### src/rtl/aics_pkg.sv
package aics_pkg;

    // clock of the block
    localparam int unsigned CLK_NS          = 4;

    // power-on reset wait after the supply is good
    localparam int unsigned POR_TIME_NS     = 500000;
    localparam int unsigned POR_CYC         = POR_TIME_NS / CLK_NS;
    localparam int unsigned POR_CNT_W       = 17;

    // internal serial clock, half period
    localparam int unsigned SCK_HALF_NS     = 80;
    localparam int unsigned SCK_HALF_CYC_I  = (SCK_HALF_NS + CLK_NS - 1) / CLK_NS;
    localparam logic [7:0]  SCK_HALF_CYC    = SCK_HALF_CYC_I[7:0];
    localparam logic [7:0]  SCK_HALF_LAST   = SCK_HALF_CYC - 8'h01;

    // output frame
    localparam int unsigned FRAME_BITS      = 24;
    localparam logic [4:0]  FRAME_LAST      = 5'h18;
    localparam int unsigned RESULT_W        = FRAME_BITS - 1;
    localparam logic        EOC_BUSY        = 1'b1;
    localparam logic        EOC_READY       = 1'b0;

    // result buffer
    localparam int unsigned FIFO_DEPTH      = 8;

    // sleep length counter
    localparam int unsigned SLEEP_W         = 16;
    localparam logic [15:0] SLEEP_DEFAULT   = 16'h0100;

    // pin synchroniser lanes
    localparam int unsigned PIN_N           = 3;
    localparam int unsigned PIN_SUPPLY      = 0;
    localparam int unsigned PIN_CS          = 1;
    localparam int unsigned PIN_SCK         = 2;

    typedef enum logic [4:0] {
        ST_POR   = 5'b00001,
        ST_CONV  = 5'b00010,
        ST_SLEEP = 5'b00100,
        ST_FRAME = 5'b01000,
        ST_IDLE  = 5'b10000
    } aics_state_t;

endpackage

### src/rtl/aics_pin_sync.sv
`timescale 1ns/10ps
module aics_pin_sync #(
    parameter int unsigned W = 1
) (
    input  wire logic         clk_i,
    input  wire logic         resetn_i,
    input  wire logic [W-1:0] pin_i,
    output logic      [W-1:0] lvl_o
);

    logic [W-1:0] ff1;
    logic [W-1:0] ff2;
    logic [W-1:0] ff3;

    genvar g;
    generate
        for (g = 0; g < W; g++) begin : g_lane
            always_ff @(posedge clk_i) begin
                if (!resetn_i) begin
                    ff1[g]   <= 1'b0;
                    ff2[g]   <= 1'b0;
                    ff3[g]   <= 1'b0;
                    lvl_o[g] <= 1'b0;
                end else begin
                    ff1[g] <= pin_i[g];
                    ff2[g] <= ff1[g];
                    ff3[g] <= ff2[g];
                    // a change counts once the last two agree
                    if (ff2[g] == ff3[g]) begin
                        lvl_o[g] <= ff3[g];
                    end
                end
            end
        end
    endgenerate

endmodule

### src/rtl/aics_fifo.sv
`timescale 1ns/10ps
module aics_fifo #(
    parameter int unsigned W     = 8,
    parameter int unsigned DEPTH = 8
) (
    input  wire logic         clk_i,
    input  wire logic         resetn_i,
    input  wire logic         in_valid_i,
    output logic              in_ready_o,
    input  wire logic [W-1:0] in_data_i,
    output logic              out_valid_o,
    input  wire logic         out_ready_i,
    output logic      [W-1:0] out_data_o
);

    localparam int unsigned AW = $clog2(DEPTH);

    logic [W-1:0]  mem [DEPTH];
    logic [AW-1:0] wr_ptr;
    logic [AW-1:0] rd_ptr;
    logic [AW:0]   count;
    logic          push;
    logic          fetch;

    assign in_ready_o = (count != DEPTH[AW:0]);
    assign push       = in_valid_i && in_ready_o;
    // output stage refills when empty or being drained
    assign fetch      = (count != '0) && (!out_valid_o || out_ready_i);

    always_ff @(posedge clk_i) begin
        if (push) begin
            mem[wr_ptr] <= in_data_i;
        end
    end

    always_ff @(posedge clk_i) begin
        if (!resetn_i) begin
            wr_ptr <= '0;
            rd_ptr <= '0;
            count  <= '0;
        end else begin
            if (push) begin
                wr_ptr <= wr_ptr + 1'b1;
            end
            if (fetch) begin
                rd_ptr <= rd_ptr + 1'b1;
            end
            if (push && !fetch) begin
                count <= count + 1'b1;
            end else if (!push && fetch) begin
                count <= count - 1'b1;
            end
        end
    end

    always_ff @(posedge clk_i) begin
        if (!resetn_i) begin
            out_valid_o <= 1'b0;
            out_data_o  <= '0;
        end else if (fetch) begin
            out_valid_o <= 1'b1;
            out_data_o  <= mem[rd_ptr];
        end else if (out_ready_i) begin
            out_valid_o <= 1'b0;
        end
    end

endmodule

### src/rtl/aics_serial_out.sv
// Notes on behaviour
// - clock mode decided when power-on wait ends
// - clock pin high selects internal, low external
// - converting: clock and data outputs held high
// - conversion done: clock, data low, sleep
// - sleep half period, then frame unprompted
// - frame spans 24 rising edges, data on falls
// - after 24th rise: data high, clock high
// - autostart: chip select pulled high converting
// - autostart sleep sinks current from chip select
// - autostart: chip select low starts frame
// - autostart: after frame, release select, reconvert
// - each select crossing in autostart sleep re-decides clock mode
// - finished result loads shift register at flag fall
`timescale 1ns/10ps
module aics_serial_out
    import aics_pkg::*;
#(
    parameter int unsigned POR_CYCLES = POR_CYC
) (
    input  wire logic                clk_i,
    input  wire logic                resetn_i,
    input  wire logic                supply_ok_i,
    input  wire logic                sck_i,
    output logic                     sck_o,
    output logic                     sck_oe_o,
    output logic                     sck_pullup_o,
    input  wire logic                cs_i,
    output logic                     cs_pullup_o,
    output logic                     cs_sink_o,
    output logic                     sdo_o,
    output logic                     sdo_oe_o,
    output logic                     conv_start_o,
    input  wire logic                res_valid_i,
    output logic                     res_ready_o,
    input  wire logic [RESULT_W-1:0] res_data_i,
    input  wire logic [SLEEP_W-1:0]  sleep_cycles_i,
    output logic                     ext_mode_o,
    output logic                     autostart_o,
    output logic                     converting_o
);

    aics_state_t           state;
    logic [PIN_N-1:0]      pin_raw;
    logic [PIN_N-1:0]      pin_lvl;
    logic [PIN_N-1:0]      pin_prev;
    logic                  supply_lvl;
    logic                  cs_lvl;
    logic                  sck_lvl;
    logic                  cs_fall;
    logic                  sck_rise;
    logic                  sck_fall;
    logic [POR_CNT_W-1:0]  por_cnt;
    logic                  por_done;
    logic                  buf_valid;
    logic                  buf_pop;
    logic [RESULT_W-1:0]   buf_data;
    logic [RESULT_W-1:0]   shreg;
    logic                  shift_en;
    logic [7:0]            hcnt;
    logic                  half_tick;
    logic [4:0]            ecnt;
    logic [SLEEP_W-1:0]    slp_cnt;
    logic                  slp_min_done;
    logic                  slp_cfg_done;
    logic                  int_start;
    logic                  auto_start;
    logic                  lead_in;
    logic                  auto_arm;

    assign pin_raw[PIN_SUPPLY] = supply_ok_i;
    assign pin_raw[PIN_CS]     = cs_i;
    assign pin_raw[PIN_SCK]    = sck_i;

    aics_pin_sync #(
        .W        (PIN_N)
    ) u_sync (
        .clk_i    (clk_i),
        .resetn_i (resetn_i),
        .pin_i    (pin_raw),
        .lvl_o    (pin_lvl)
    );

    assign supply_lvl = pin_lvl[PIN_SUPPLY];
    assign cs_lvl     = pin_lvl[PIN_CS];
    assign sck_lvl    = pin_lvl[PIN_SCK];

    always_ff @(posedge clk_i) begin
        if (!resetn_i) begin
            pin_prev <= '0;
        end else begin
            pin_prev <= pin_lvl;
        end
    end

    assign cs_fall  = pin_prev[PIN_CS] && !cs_lvl;
    assign sck_rise = !pin_prev[PIN_SCK] && sck_lvl;
    assign sck_fall = pin_prev[PIN_SCK] && !sck_lvl;

    // power-on wait, restarted whenever the supply drops
    always_ff @(posedge clk_i) begin
        if (!resetn_i) begin
            por_cnt <= '0;
        end else if (!supply_lvl) begin
            por_cnt <= '0;
        end else if (!por_done) begin
            por_cnt <= por_cnt + 1'b1;
        end
    end

    assign por_done = (por_cnt == POR_CYCLES[POR_CNT_W-1:0]);

    aics_fifo #(
        .W           (RESULT_W),
        .DEPTH       (FIFO_DEPTH)
    ) u_fifo (
        .clk_i       (clk_i),
        .resetn_i    (resetn_i),
        .in_valid_i  (res_valid_i),
        .in_ready_o  (res_ready_o),
        .in_data_i   (res_data_i),
        .out_valid_o (buf_valid),
        .out_ready_i (buf_pop),
        .out_data_o  (buf_data)
    );

    // a buffered result ends the running conversion
    assign buf_pop = (state == ST_CONV) && buf_valid;

    // half-period timer of the internal serial clock
    always_ff @(posedge clk_i) begin
        if (!resetn_i) begin
            hcnt <= '0;
        end else if ((state != ST_FRAME && !lead_in) || half_tick) begin
            hcnt <= '0;
        end else begin
            hcnt <= hcnt + 8'h01;
        end
    end

    assign half_tick = (hcnt == SCK_HALF_LAST);

    // sleep timer
    always_ff @(posedge clk_i) begin
        if (!resetn_i) begin
            slp_cnt <= '0;
        end else if (state != ST_SLEEP) begin
            slp_cnt <= '0;
        end else if (slp_cnt != '1) begin
            slp_cnt <= slp_cnt + 1'b1;
        end
    end

    assign slp_min_done = (slp_cnt >= {{(SLEEP_W-8){1'b0}}, SCK_HALF_LAST});
    assign slp_cfg_done = (slp_cnt >= sleep_cycles_i);
    assign int_start    = (state == ST_SLEEP) && !ext_mode_o && !autostart_o && slp_min_done;
    assign auto_start   = (state == ST_SLEEP) && !ext_mode_o && lead_in && half_tick
                          && slp_cfg_done && slp_min_done;

    // autostart lead-in: after the crossing the pin is driven low for a
    // half period, so the controller sees a true first rising edge
    assign lead_in      = (state == ST_SLEEP) && autostart_o && sck_oe_o;
    assign auto_arm     = (state == ST_SLEEP) && autostart_o && !ext_mode_o && !sck_oe_o
                          && cs_fall && sck_lvl;

    // a falling clock edge in the frame moves the next bit out
    always_comb begin
        shift_en = 1'b0;
        if (state == ST_FRAME && ecnt != FRAME_LAST) begin
            if (ext_mode_o) begin
                shift_en = sck_fall;
            end else begin
                shift_en = half_tick && sck_o;
            end
        end
    end

    // result shift register
    always_ff @(posedge clk_i) begin
        if (!resetn_i) begin
            shreg <= '0;
        end else if (buf_pop) begin
            shreg <= buf_data;
        end else if (shift_en) begin
            shreg <= {shreg[RESULT_W-2:0], 1'b0};
        end
    end

    // clock mode: decided at power-on and at each select crossing in autostart sleep
    always_ff @(posedge clk_i) begin
        if (!resetn_i) begin
            ext_mode_o <= 1'b0;
        end else if (state == ST_POR && por_done) begin
            ext_mode_o <= !sck_lvl;
        end else if (state == ST_SLEEP && autostart_o && cs_fall) begin
            ext_mode_o <= !sck_lvl;
        end
    end

    // autostart when the select pin is still high as the conversion ends, in internal clock mode only
    always_ff @(posedge clk_i) begin
        if (!resetn_i) begin
            autostart_o <= 1'b0;
        end else if (buf_pop) begin
            autostart_o <= cs_lvl && !ext_mode_o;
        end
    end

    // sequencer: state, pins and edge count
    always_ff @(posedge clk_i) begin
        if (!resetn_i) begin
            state        <= ST_POR;
            sck_o        <= 1'b1;
            sck_oe_o     <= 1'b0;
            sck_pullup_o <= 1'b1;
            sdo_o        <= EOC_BUSY;
            sdo_oe_o     <= 1'b0;
            cs_pullup_o  <= 1'b1;
            cs_sink_o    <= 1'b0;
            conv_start_o <= 1'b0;
            ecnt         <= '0;
        end else begin
            conv_start_o <= 1'b0;
            if (!supply_lvl) begin
                state        <= ST_POR;
                sck_o        <= 1'b1;
                sck_oe_o     <= 1'b0;
                sck_pullup_o <= 1'b1;
                sdo_o        <= EOC_BUSY;
                sdo_oe_o     <= 1'b0;
                cs_pullup_o  <= 1'b1;
                cs_sink_o    <= 1'b0;
                ecnt         <= '0;
            end else begin
                case (state)
                    ST_POR: begin
                        if (por_done) begin
                            state        <= ST_CONV;
                            conv_start_o <= 1'b1;
                            sck_o        <= 1'b1;
                            sck_oe_o     <= sck_lvl;
                            sck_pullup_o <= 1'b1;
                            sdo_o        <= EOC_BUSY;
                            sdo_oe_o     <= 1'b1;
                            cs_pullup_o  <= 1'b1;
                        end
                    end
                    ST_CONV: begin
                        sck_o       <= 1'b1;
                        sdo_o       <= EOC_BUSY;
                        cs_pullup_o <= 1'b1;
                        cs_sink_o   <= 1'b0;
                        if (buf_pop) begin
                            state     <= ST_SLEEP;
                            sdo_o     <= EOC_READY;
                            sck_o     <= 1'b0;
                            ecnt      <= '0;
                            if (!ext_mode_o && cs_lvl) begin
                                // pin released to the pull-up while the capacitor drains
                                sck_oe_o     <= 1'b0;
                                sck_pullup_o <= 1'b1;
                                cs_pullup_o  <= 1'b0;
                                cs_sink_o    <= 1'b1;
                            end else begin
                                sck_oe_o     <= !ext_mode_o;
                                sck_pullup_o <= ext_mode_o;
                            end
                        end
                    end
                    ST_SLEEP: begin
                        if (ext_mode_o) begin
                            sck_oe_o     <= 1'b0;
                            sck_pullup_o <= 1'b1;
                            if (sck_rise) begin
                                state <= ST_FRAME;
                                ecnt  <= 5'h01;
                            end
                        end else if (int_start || auto_start) begin
                            state        <= ST_FRAME;
                            sck_o        <= 1'b1;
                            sck_oe_o     <= 1'b1;
                            sck_pullup_o <= 1'b0;
                            cs_sink_o    <= 1'b0;
                            ecnt         <= 5'h01;
                        end else if (auto_arm) begin
                            // discharge over: clock pin driven low ahead of the frame
                            sck_oe_o     <= 1'b1;
                            sck_pullup_o <= 1'b0;
                            cs_sink_o    <= 1'b0;
                        end
                    end
                    ST_FRAME: begin
                        if (ext_mode_o) begin
                            if (sck_rise && ecnt != FRAME_LAST) begin
                                ecnt <= ecnt + 5'h01;
                            end
                            if (sck_fall) begin
                                if (ecnt == FRAME_LAST) begin
                                    state        <= ST_CONV;
                                    conv_start_o <= 1'b1;
                                    sdo_o        <= EOC_BUSY;
                                    cs_pullup_o  <= 1'b1;
                                end else begin
                                    sdo_o <= shreg[RESULT_W-1];
                                end
                            end
                        end else if (half_tick) begin
                            if (sck_o) begin
                                if (ecnt == FRAME_LAST) begin
                                    // last bit has been taken; clock stays high
                                    state        <= ST_CONV;
                                    conv_start_o <= 1'b1;
                                    sdo_o        <= EOC_BUSY;
                                    sck_o        <= 1'b1;
                                    sck_pullup_o <= 1'b1;
                                    cs_pullup_o  <= 1'b1;
                                end else begin
                                    sck_o <= 1'b0;
                                    sdo_o <= shreg[RESULT_W-1];
                                end
                            end else begin
                                sck_o <= 1'b1;
                                ecnt  <= ecnt + 5'h01;
                            end
                        end
                    end
                    default: begin
                        state <= ST_POR;
                    end
                endcase
            end
        end
    end

    assign converting_o = (state == ST_CONV);

endmodule

### config.mk
export PLATFORM = sky130hd
export DESIGN_NAME = aics_serial_out
export DESIGN_NICKNAME = d
export VERILOG_FILES = /design/src/rtl/aics_pkg.sv /design/src/rtl/aics_pin_sync.sv /design/src/rtl/aics_fifo.sv /design/src/rtl/aics_serial_out.sv
export SDC_FILE = /design/constraint.sdc
export NUM_CORES = 1
export LEC_CHECK = 0
export BUFFER_PORTS_ARGS = -buffer_cell sky130_fd_sc_hd__buf_4
export CAP_MARGIN = 10
export CORE_MARGIN = 3
export CORE_UTILIZATION = 61
export DETAILED_ROUTE_END_ITERATION = 10
export PLACE_DENSITY_LB_ADDON = 0.3
export SETUP_SLACK_MARGIN = 0.3
export SLEW_MARGIN = 10
export SYNTH_ARGS = -nofsm -noshare
export SYNTH_HDL_FRONTEND = slang
export SYNTH_SLANG_ARGS = --single-unit
### constraint.sdc
create_clock -name clk_i -period 3.9 [get_ports clk_i]
set_input_delay 0.78 -clock clk_i [delete_from_list [all_inputs] [get_ports clk_i]]
set_output_delay 0.78 -clock clk_i [all_outputs]
set_load 0.05 [all_outputs]
==> results of run 1 <==
## synth_stat cells, types with 18 or more instances
cell type	n
clkbuf_1	24
nand2_1	87
mux4_2	46
mux2i_1	50
dfxtp_1	131
ha_1	27
xnor2_1	18
and2_1	22
o211a_1	46
nand3_1	26
edfxtp_1	184
nor2_1	60
inv_1	31
xor2_1	20
## cells by family (layout without fill, tap and decap cells)
family                     Yosys count  after routing
DFF                                315            315
and+or+nand+nor                    284            284
AOI/OAI and AO/OA                  126            126
muxes                               96             96
buffers and inverters               79            166
xor gates and xnor gates            38             38
adders and majority gates           28             28
## worst reg2reg max path: stages, from the launching register on
cell and delay [ns]:
dfxtp_1 0.63, or4b_1 0.69, a21oi_4 0.23, inv_2 0.04
ha_1 0.22, inv_1 0.11, ha_1 0.24, a21o_1 0.17
a21oi_1 0.17, xnor2_1 0.09, or3_1 0.29, a21boi_0 0.17
## how the worst min path moves through the flow
stage	start	endpoint	slack (ns)	cells after the start
floorplan	u_sync.ff1[0]	u_sync.ff2[0]	0.41	1
global placement	u_sync.ff1[0]	u_sync.ff2[0]	0.42	1
detailed placement	u_sync.ff1[0]	u_sync.ff2[0]	0.42	1
CTS	u_sync.ff1[0]	u_sync.ff2[0]	0.44	1
global route	u_sync.ff1[0]	u_sync.ff2[0]	0.44	1
finish	u_sync.ff1[0]	u_sync.ff2[0]	0.43	1
## per-stage QoR
stage	instances	setup slack, ns	util	instance area (um2)	hold WS, ns
final	1328	0.7575	0.7127	15080	0.4329
after global placement	1267	0.7272	0.6588	13940	0.4179
after global routing	1328	0.5596	0.7127	15080	0.4445
after detailed placement	1267	0.7032	0.6588	13940	0.4241
after CTS	1328	0.7672	0.7127	15080	0.4371
after floorplan	966	0.4990	-	13220	0.4119
## registers in the layout (all words and copies together), names as in the netlist, 5 cells and up
signal / flops
u_fifo.mem: 184
shreg: 23
u_fifo.out_data_o: 23
por_cnt: 17
slp_cnt: 16
hcnt: 8
ecnt: 5
## routing by layer
| layer | track usage | vias up | part of all wire |
|---|---|---|---|
| li1 | - | 3747 | - |
| met1 | 0.2932 | 3853 | 0.44 |
| met2 | 0.3580 | 190 | 0.49 |
| met3 | 0.03681 | 41 | 0.052 |
| met4 | 0.06237 | 0 | 0.019 |
| met5 | 0 | - | 0 |
## layout make-up
| class | count | area, um2 | share of cell area |
|---|---|---|---|
| flip-flops and latches | 315 | 8153 | 0.5407 |
| multi-input cells | 572 | 4778 | 0.3169 |
| clock buffers | 43 | 924.6 | 0.06133 |
| repair buffers | 71 | 533.0 | 0.03535 |
| well taps | 275 | 344.1 | 0.02282 |
| clock inverters | 18 | 216.5 | 0.01436 |
| inverters | 34 | 127.6 | 0.008465 |
## power by group through the flow
| stage | Clock [uW] | Combinational, uW | Sequential [uW] |
|---|---|---|---|
| floorplan | 0 | 1030 | 3930 |
| global placement | 0 | 1120 | 4100 |
| detailed placement | 0 | 1160 | 4120 |
| CTS | 3270 | 1170 | 4050 |
| global route | 3410 | 1280 | 4090 |
| finish | 3210 | 1160 | 4040 |
==> results.yml, run 1 <==
layout:
  diodes: 0
  final_common_cell: "edfxtp_1"
  fill_cells: 1431
  nets: 1101
  syn_to_final_growth_pct: 14.09
  final_cell_mix: "184 x edfxtp_1, 129 x dfxtp_1, 87 x nand2_1"
  drive_above_1_share: 0.1928
die:
  num_rows: 53
  die_y_um: 153.2
  pin_count: 57
  core-area_um2: 21150
  dieArea_um2: 23470
  die-width_um: 153.2
  start_util: 0.6247
worst_setup_path:
  worst-path-stages: 11
  start_kind: "register"
  max_stage_delay_ns: 0.68
  worstReg2RegStart: "state[1]"
  critPathMaxFanout: 12
  crit_end: "u_fifo.count[3]"
  r2r_setup_slack_ns: 0.76
  cp-end-kind: "register"
  path_common_cell: "ha_1"
  startpoint: "state[1]"
  r2r_end: "u_fifo.count[3]"
  crit_slowest_cell: "or4b_1"
  crit_buf_inv: 2
  critPathKind: "register to register"
  crit_chain: "or4b_1 > a21oi_4 > inv_2 > ha_1 > inv_1 > ha_1 > a21o_1 > a21oi_1 > xnor2_1 > or3_1 > a21boi_0"
  critPathTopFamily: "simple AND/OR/NAND/NOR gates"
  cp_data_required_time_ns: 4.33
  worstRegToRegCells: 11
  cp.arrival_ns: 3.57
synthesis:
  synth_top_family_by_area: "multiplexers"
  synth_area_leaders: "edfxtp_1 42%, dfxtp_1 20%, mux4_2 7.8%"
  postSynthAreaPerCell_um2: 13.68
  synthFlopType: "edfxtp_1"
  yosysWarnings: 0
  yosys.area.top_type_share: 0.4181
  synth_seq_area_share: 0.6165
  synth_area_um2: 13220
  ys_types: 72
  synthMuxAreaShare: 0.1163
  synth_fa_ha_area_frac: 0.02708
  synth-edff-count: 184
  ys_ff_latch: 315
  synth_top_area_cell: "edfxtp_1"
  synthXorXnorAreaFrac: 0.02518
  syn-num-nets: 1039
  synth_compound_area_frac: 0.07754
  async_reset_ff_frac: 0
  syn_inst: 966
  synth_simple_gate_area_frac: 0.1117
sta:
  skew_ns: 0.02235
  period_share: 0.8058
  finalMaxSlewViolations: 0
  timing.slew.headroom: 0.3328
  hold_violations: 0
  timing.fmax_ghz: 0.3182
  finalSetupViolCount: 0
  worst_pin_slew_ns: 0.9879
  period_minus_slack_ns: 3.142
  finalSetupTns_ns: 0
  rsz0062_at_grt: "false"
run_status:
  status: "complete, no violations"
clock_network:
  clkTransAtPathRegs_ns: 0.06
  cts_hold_buffers: 0
  cts.path.max_buffers: 3
  clockRootBuffer: "clkbuf_16"
  cts_buffers: 34
  clock_latency_ns: 0.52
  post_cts_buffers: 0
  cts_max_level: 2
  cts_tree: "done"
  clock_sinks: 315
  ctsResizeCount: 0
routing:
  routed_wirelength_mm: 24.82
  drt_iter0_drc: 467
  vias: 7831
  drtAntennaViolNets: 0
  drc_errors: 0
  avgRoutedWirePerCell_um: 18.69
  viasPerCell: 5.897
  dr.pass1.iters: 5
power_and_ir_drop:
  pwr-share-seq: 0.481
  switching_share: 0.2442
  pwr-share-clk: 0.382
  worst_ir_drop_vdd_mv: 0.4046
  power.internal_uw: 6357
  power_switching_uw: 2054
  power.total_uw: 8411
  power_frac_comb: 0.137
  leakage_uw: 0.005857
  p_per_area_nw_per_um2: 557.9
place:
  io_buffers: 56
  gp_congestion: 0.8447
  place.detailed.hpwl_mm: 14.70
grt:
  grt_pass1_vias: 7757
  grtUsageTotal: 0.2143
  grt_first_pass_wirelength_mm: 40.55
  grt_overflow: 0
  grt_max_degree: 57
  antenna_found_initial: 0
min_path:
  holdCritPathClass: "register to register"
run:
  drv_cap: 0
No activity file was read; power rests on OpenSTA's default activity.
==> inputs of run 2 (changes only) <==
clock period = 3.2 ns   (was 3.9 ns; I/O delays follow)
==> results.yml, run 2 (synthesized netlist as in run 1, its figures left out) <==
routing:
  drtAntennaViolNets: 0
  vias: 7799
  drc_errors: 0
  routed_wirelength_mm: 24.64
  viasPerCell: 5.864
  drt_iter0_drc: 516
  avgRoutedWirePerCell_um: 18.53
  dr.pass1.iters: 5
worst_setup_path:
  cp.arrival_ns: 3.24
  cp_data_required_time_ns: 3.68
  critPathMaxFanout: 12
  r2r_setup_slack_ns: 0.44
  r2r_end: "u_fifo.count[3]"
  start_kind: "register"
  worstRegToRegCells: 11
  cp-end-kind: "register"
  critPathKind: "register to register"
  worstReg2RegStart: "state[1]"
min_path:
  hold_start: "supply_ok_i"
  holdPathStages: 2
  holdCritPathClass: "primary input to register"
  hold-path-endpoint: "u_sync.ff1[0]"
grt:
  grt_max_degree: 63
  grt_pass1_vias: 7762
  grt_overflow: 0
  antenna_found_initial: 0
  grtUsageTotal: 0.2081
  grt_first_pass_wirelength_mm: 40.08
layout:
  reg.largest.list: "u_fifo.mem x184, shreg x23, u_fifo.out_data_o x23"
  largest_reg_flops: 184
  drive_above_1_share: 0.1991
  nets: 1103
  syn_to_final_growth_pct: 13.72
  diodes: 0
  final_common_cell: "edfxtp_1"
  largest-register: "u_fifo.mem"
  final_cell_mix: "184 x edfxtp_1, 128 x dfxtp_1, 87 x nand2_1"
  stdcell_count: 1330
place:
  io_buffers: 56
  place.detailed.hpwl_mm: 14.72
  gp_congestion: 0.8579
  dpl.cell_count: 1272
  place_ws_ns: 0.2727
die:
  start_util: 0.6247
  die_y_um: 153.2
  die-width_um: 153.2
  core-area_um2: 21150
  dieArea_um2: 23470
  num_rows: 53
  pin_count: 57
clock_network:
  clock_latency_ns: 0.56
  cts_tree: "done"
  cts_buffers: 31
  clockRootBuffer: "clkbuf_16"
  cts_hold_buffers: 0
  post_cts_buffers: 0
  clock_sinks: 315
  clkTransAtPathRegs_ns: 0.06
  cts_max_level: 1
  cts.path.max_buffers: 3
sta:
  finalMaxSlewViolations: 0
  timing.fmax_ghz: 0.3619
  finalSetupViolCount: 0
  finalSetupTns_ns: 0
  timing.slew.headroom: 0.3696
  setup_ws_ns: 0.4371
  rsz0062_at_grt: "false"
  period_share: 0.8634
  skew_ns: 0.008493
  period_minus_slack_ns: 2.763
  hold_violations: 0
  worst_pin_slew_ns: 0.9334
power_and_ir_drop:
  worst_ir_drop_vdd_mv: 0.8082
  p_per_area_nw_per_um2: 662.8
  leakage_uw: 0.005833
run:
  drv_cap: 0
run_status:
  status: "complete, no violations"
run 2: cell count changes in the layout (fill, tap and decap cells not counted), sizes merged:
cell / delta
clkinvlp: -1
clkbuf: +3
bufinv: -2
clkinv: -3
buf: +5
run 2: worst max-delay path, stage by stage (launching register included):
cell      delay, ns
dfxtp_2        0.48
or4b_4         0.57
a21oi_4        0.16
inv_2          0.04
ha_2           0.19
inv_2          0.08
ha_1           0.22
a21o_1         0.20
a21oi_2        0.17
xnor2_1        0.09
or3_1          0.30
a21boi_0       0.17
run 2: what timing repair did:
action,CTS,global route
endpoints found under the hold margin,0,0
setup endpoints to repair,0,1
resized for setup,0,1
run 2: metrics by stage:
step / total power (uW) / area [um2] / hold WS, ns / utilization
after floorplan: 6073 / 13260 / 0.4119 / -
after global placement: 6425 / 14000 / 0.4206 / 0.6618
after detailed placement: 6483 / 14000 / 0.4183 / 0.6618
after CTS: 10060 / 15020 / 0.2774 / 0.7102
after global routing: 10410 / 15030 / 0.2814 / 0.7104
final: 9961 / 15030 / 0.2947 / 0.7104
run 2: how the worst max path moves through the flow:
| stage | to | startpoint | slack (ns) |
|---|---|---|---|
| finish | u_fifo.count[3] | state[1] | 0.44 |
| CTS | u_fifo.count[3] | state[1] | 0.30 |
| detailed placement | state[3] | sleep_cycles_i[0] | 0.27 |
| global route | u_fifo.count[3] | state[1] | 0.31 |
| global placement | state[3] | sleep_cycles_i[0] | 0.32 |
| floorplan | u_fifo.mem[2][0] | u_fifo.count[0] | -0.03 |
run 2: layout make-up:
type                    count  area, um2
clock buffers              46      902.1
clock inverters            12      122.6
fillers                  1424       6126
inverters                  34      127.6
multi-input cells         572       4795
flip-flops and latches    315       8154
well taps                 275      344.1
repair buffers             76      583.1
run 2: power by group:
group,total (uW),internal [uW],switching [uW]
registers,4800,4600,206
clock network,3580,2110,1470
logic,1580,792,786
total,9960,7500,2460
run 2: per-layer routing:
metal	share of wire	GRT usage
met4	0.019	0.04540
met2	0.49	0.3456
met3	0.049	0.03539
met1	0.44	0.2936
met5	0	0
==> inputs of run 3 (changes only) <==
BUFFER_PORTS_ARGS = -buffer_cell sky130_fd_sc_hd__buf_2   (was -buffer_cell sky130_fd_sc_hd__buf_4)
SLEW_MARGIN = 15   (was 10)
==> results.yml, run 3 (synthesized netlist as in run 1, its figures left out) <==
run_status:
  status: "complete, no violations"
place:
  dpl.cell_count: 1273
  place.detailed.hpwl_mm: 15.00
  gp_congestion: 0.8419
  io_buffers: 56
layout:
  largest_reg_flops: 184
  final_core_util: 0.7069
  largest-register: "u_fifo.mem"
  final_common_cell: "edfxtp_1"
  stdcell_count: 1331
  nets: 1104
  drive_above_1_share: 0.2017
  fill_cells: 1411
  diodes: 0
  final_cell_mix: "184 x edfxtp_1, 128 x dfxtp_1, 86 x nand2_1"
  syn_to_final_growth_pct: 13.15
  reg.largest.list: "u_fifo.mem x184, shreg x23, u_fifo.out_data_o x23"
worst_setup_path:
  cp.arrival_ns: 2.12
  critPathMaxFanout: 10
  crit_slowest_cell: "or4b_4"
  cp_data_required_time_ns: 2.56
  crit_buf_inv: 3
  max_stage_delay_ns: 0.56
  start_kind: "register"
  critPathKind: "register to output port"
  critPathTopFamily: "simple AND/OR/NAND/NOR gates"
  crit_chain: "or4b_4 > buf_4 > inv_2 > buf_2"
  cp-end-kind: "output port"
clock_network:
  cts_tree: "done"
  cts_max_level: 1
  clock_latency_ns: 0.57
  post_cts_buffers: 0
  cts.path.max_buffers: 3
  clock_sinks: 315
  cts_buffers: 31
  clkTransAtPathRegs_ns: 0.06
  clockRootBuffer: "clkbuf_16"
grt:
  grt_pass1_vias: 7877
  antenna_found_initial: 1
  grt_first_pass_wirelength_mm: 41.01
  grt_overflow: 0
  grt_max_degree: 56
  grtUsageTotal: 0.2159
sta:
  rsz0062_at_grt: "false"
  skew_ns: 0.01024
  hold_slack_ns: 0.2983
  finalMaxSlewViolations: 0
  hold_violations: 0
  finalSetupViolCount: 0
  timing.slew.headroom: 0.3514
  period_share: 0.8629
  timing.fmax_ghz: 0.3621
  period_minus_slack_ns: 2.761
  finalSetupTns_ns: 0
  worst_pin_slew_ns: 0.9603
die:
  num_rows: 53
  core-area_um2: 21150
  pin_count: 57
  start_util: 0.6247
  die_y_um: 153.2
  die-width_um: 153.2
  dieArea_um2: 23470
power_and_ir_drop:
  p_per_area_nw_per_um2: 676.7
  leakage_uw: 0.005809
  worst_ir_drop_vdd_mv: 0.7646
routing:
  dr.pass1.iters: 5
  avgRoutedWirePerCell_um: 18.84
  viasPerCell: 5.915
  drt_iter0_drc: 439
  drtAntennaViolNets: 0
  vias: 7873
  drc_errors: 0
  routed_wirelength_mm: 25.08
run:
  drv_cap: 0
min_path:
  holdCritPathClass: "primary input to register"
-- run 3: cell count changes in the layout (fill, tap and decap cells not counted), moves of 2 or more --
cell	previous run	this run
clkinv_4	0	2
clkbuf_8	7	3
bufinv_16	2	5
clkinv_2	7	5
buf_2	0	56
clkbuf_1	8	4
clkinv_1	2	5
buf_4	75	20
-- run 3: per-layer routing --
metal,track usage,share of wire
met5,0,0.00052
met4,0.05261,0.021
met3,0.03058,0.047
met2,0.3783,0.51
met1,0.2879,0.43
-- run 3: report_power, final --
part / internal, uW / leakage (uW) / switching (uW)
combinational: 780 / 0.00254 / 733
clock: 2260 / 0.000529 / 1500
sequential: 4600 / 0.00274 / 250
total: 7630 / 0.00581 / 2480
-- run 3: final cells by class --
| type | instances | area (um2) | area share |
|---|---|---|---|
| Sequential cell | 315 | 8157 | 0.5455 |
| Multi-Input combinational cell | 572 | 4797 | 0.3208 |
| Clock buffer | 38 | 832.0 | 0.05564 |
| Timing Repair Buffer | 77 | 450.4 | 0.03012 |
| Tap cell | 275 | 344.1 | 0.02301 |
| Clock inverter | 20 | 245.2 | 0.01640 |
| Inverter | 34 | 127.6 | 0.008535 |
-- run 3: metrics by stage --
| stage | cell area (um2) | total power, uW | worst slack (ns) |
|---|---|---|---|
| final | 14950 | 10120 | 0.4387 |
| after global routing | 14950 | 10560 | 0.3529 |
| after CTS | 14940 | 10220 | 0.3677 |
| after detailed placement | 13870 | 6465 | 0.3535 |
| after global placement | 13870 | 6397 | 0.3455 |
| after floorplan | 13260 | 6073 | -0.02779 |
-- run 3: path summary, 6_finish.rpt --
check / from / to / slack, ns / cells after the start
setup / recovery: state[2] / converting_o / 0.44 / 4
hold / removal: supply_ok_i / u_sync.ff1[0] / 0.30 / 2
hold reg to reg: u_sync.ff1[0] / u_sync.ff2[0] / 0.43 / 1
setup reg to reg: state[2] / u_fifo.count[3] / 0.54 / 11
-- run 3: timing repair --
action	4_1_cts	5_1_grt
hold buffers	0	0
setup endpoints to repair	0	1
hold endpoints to repair	0	0
resized for setup	0	3
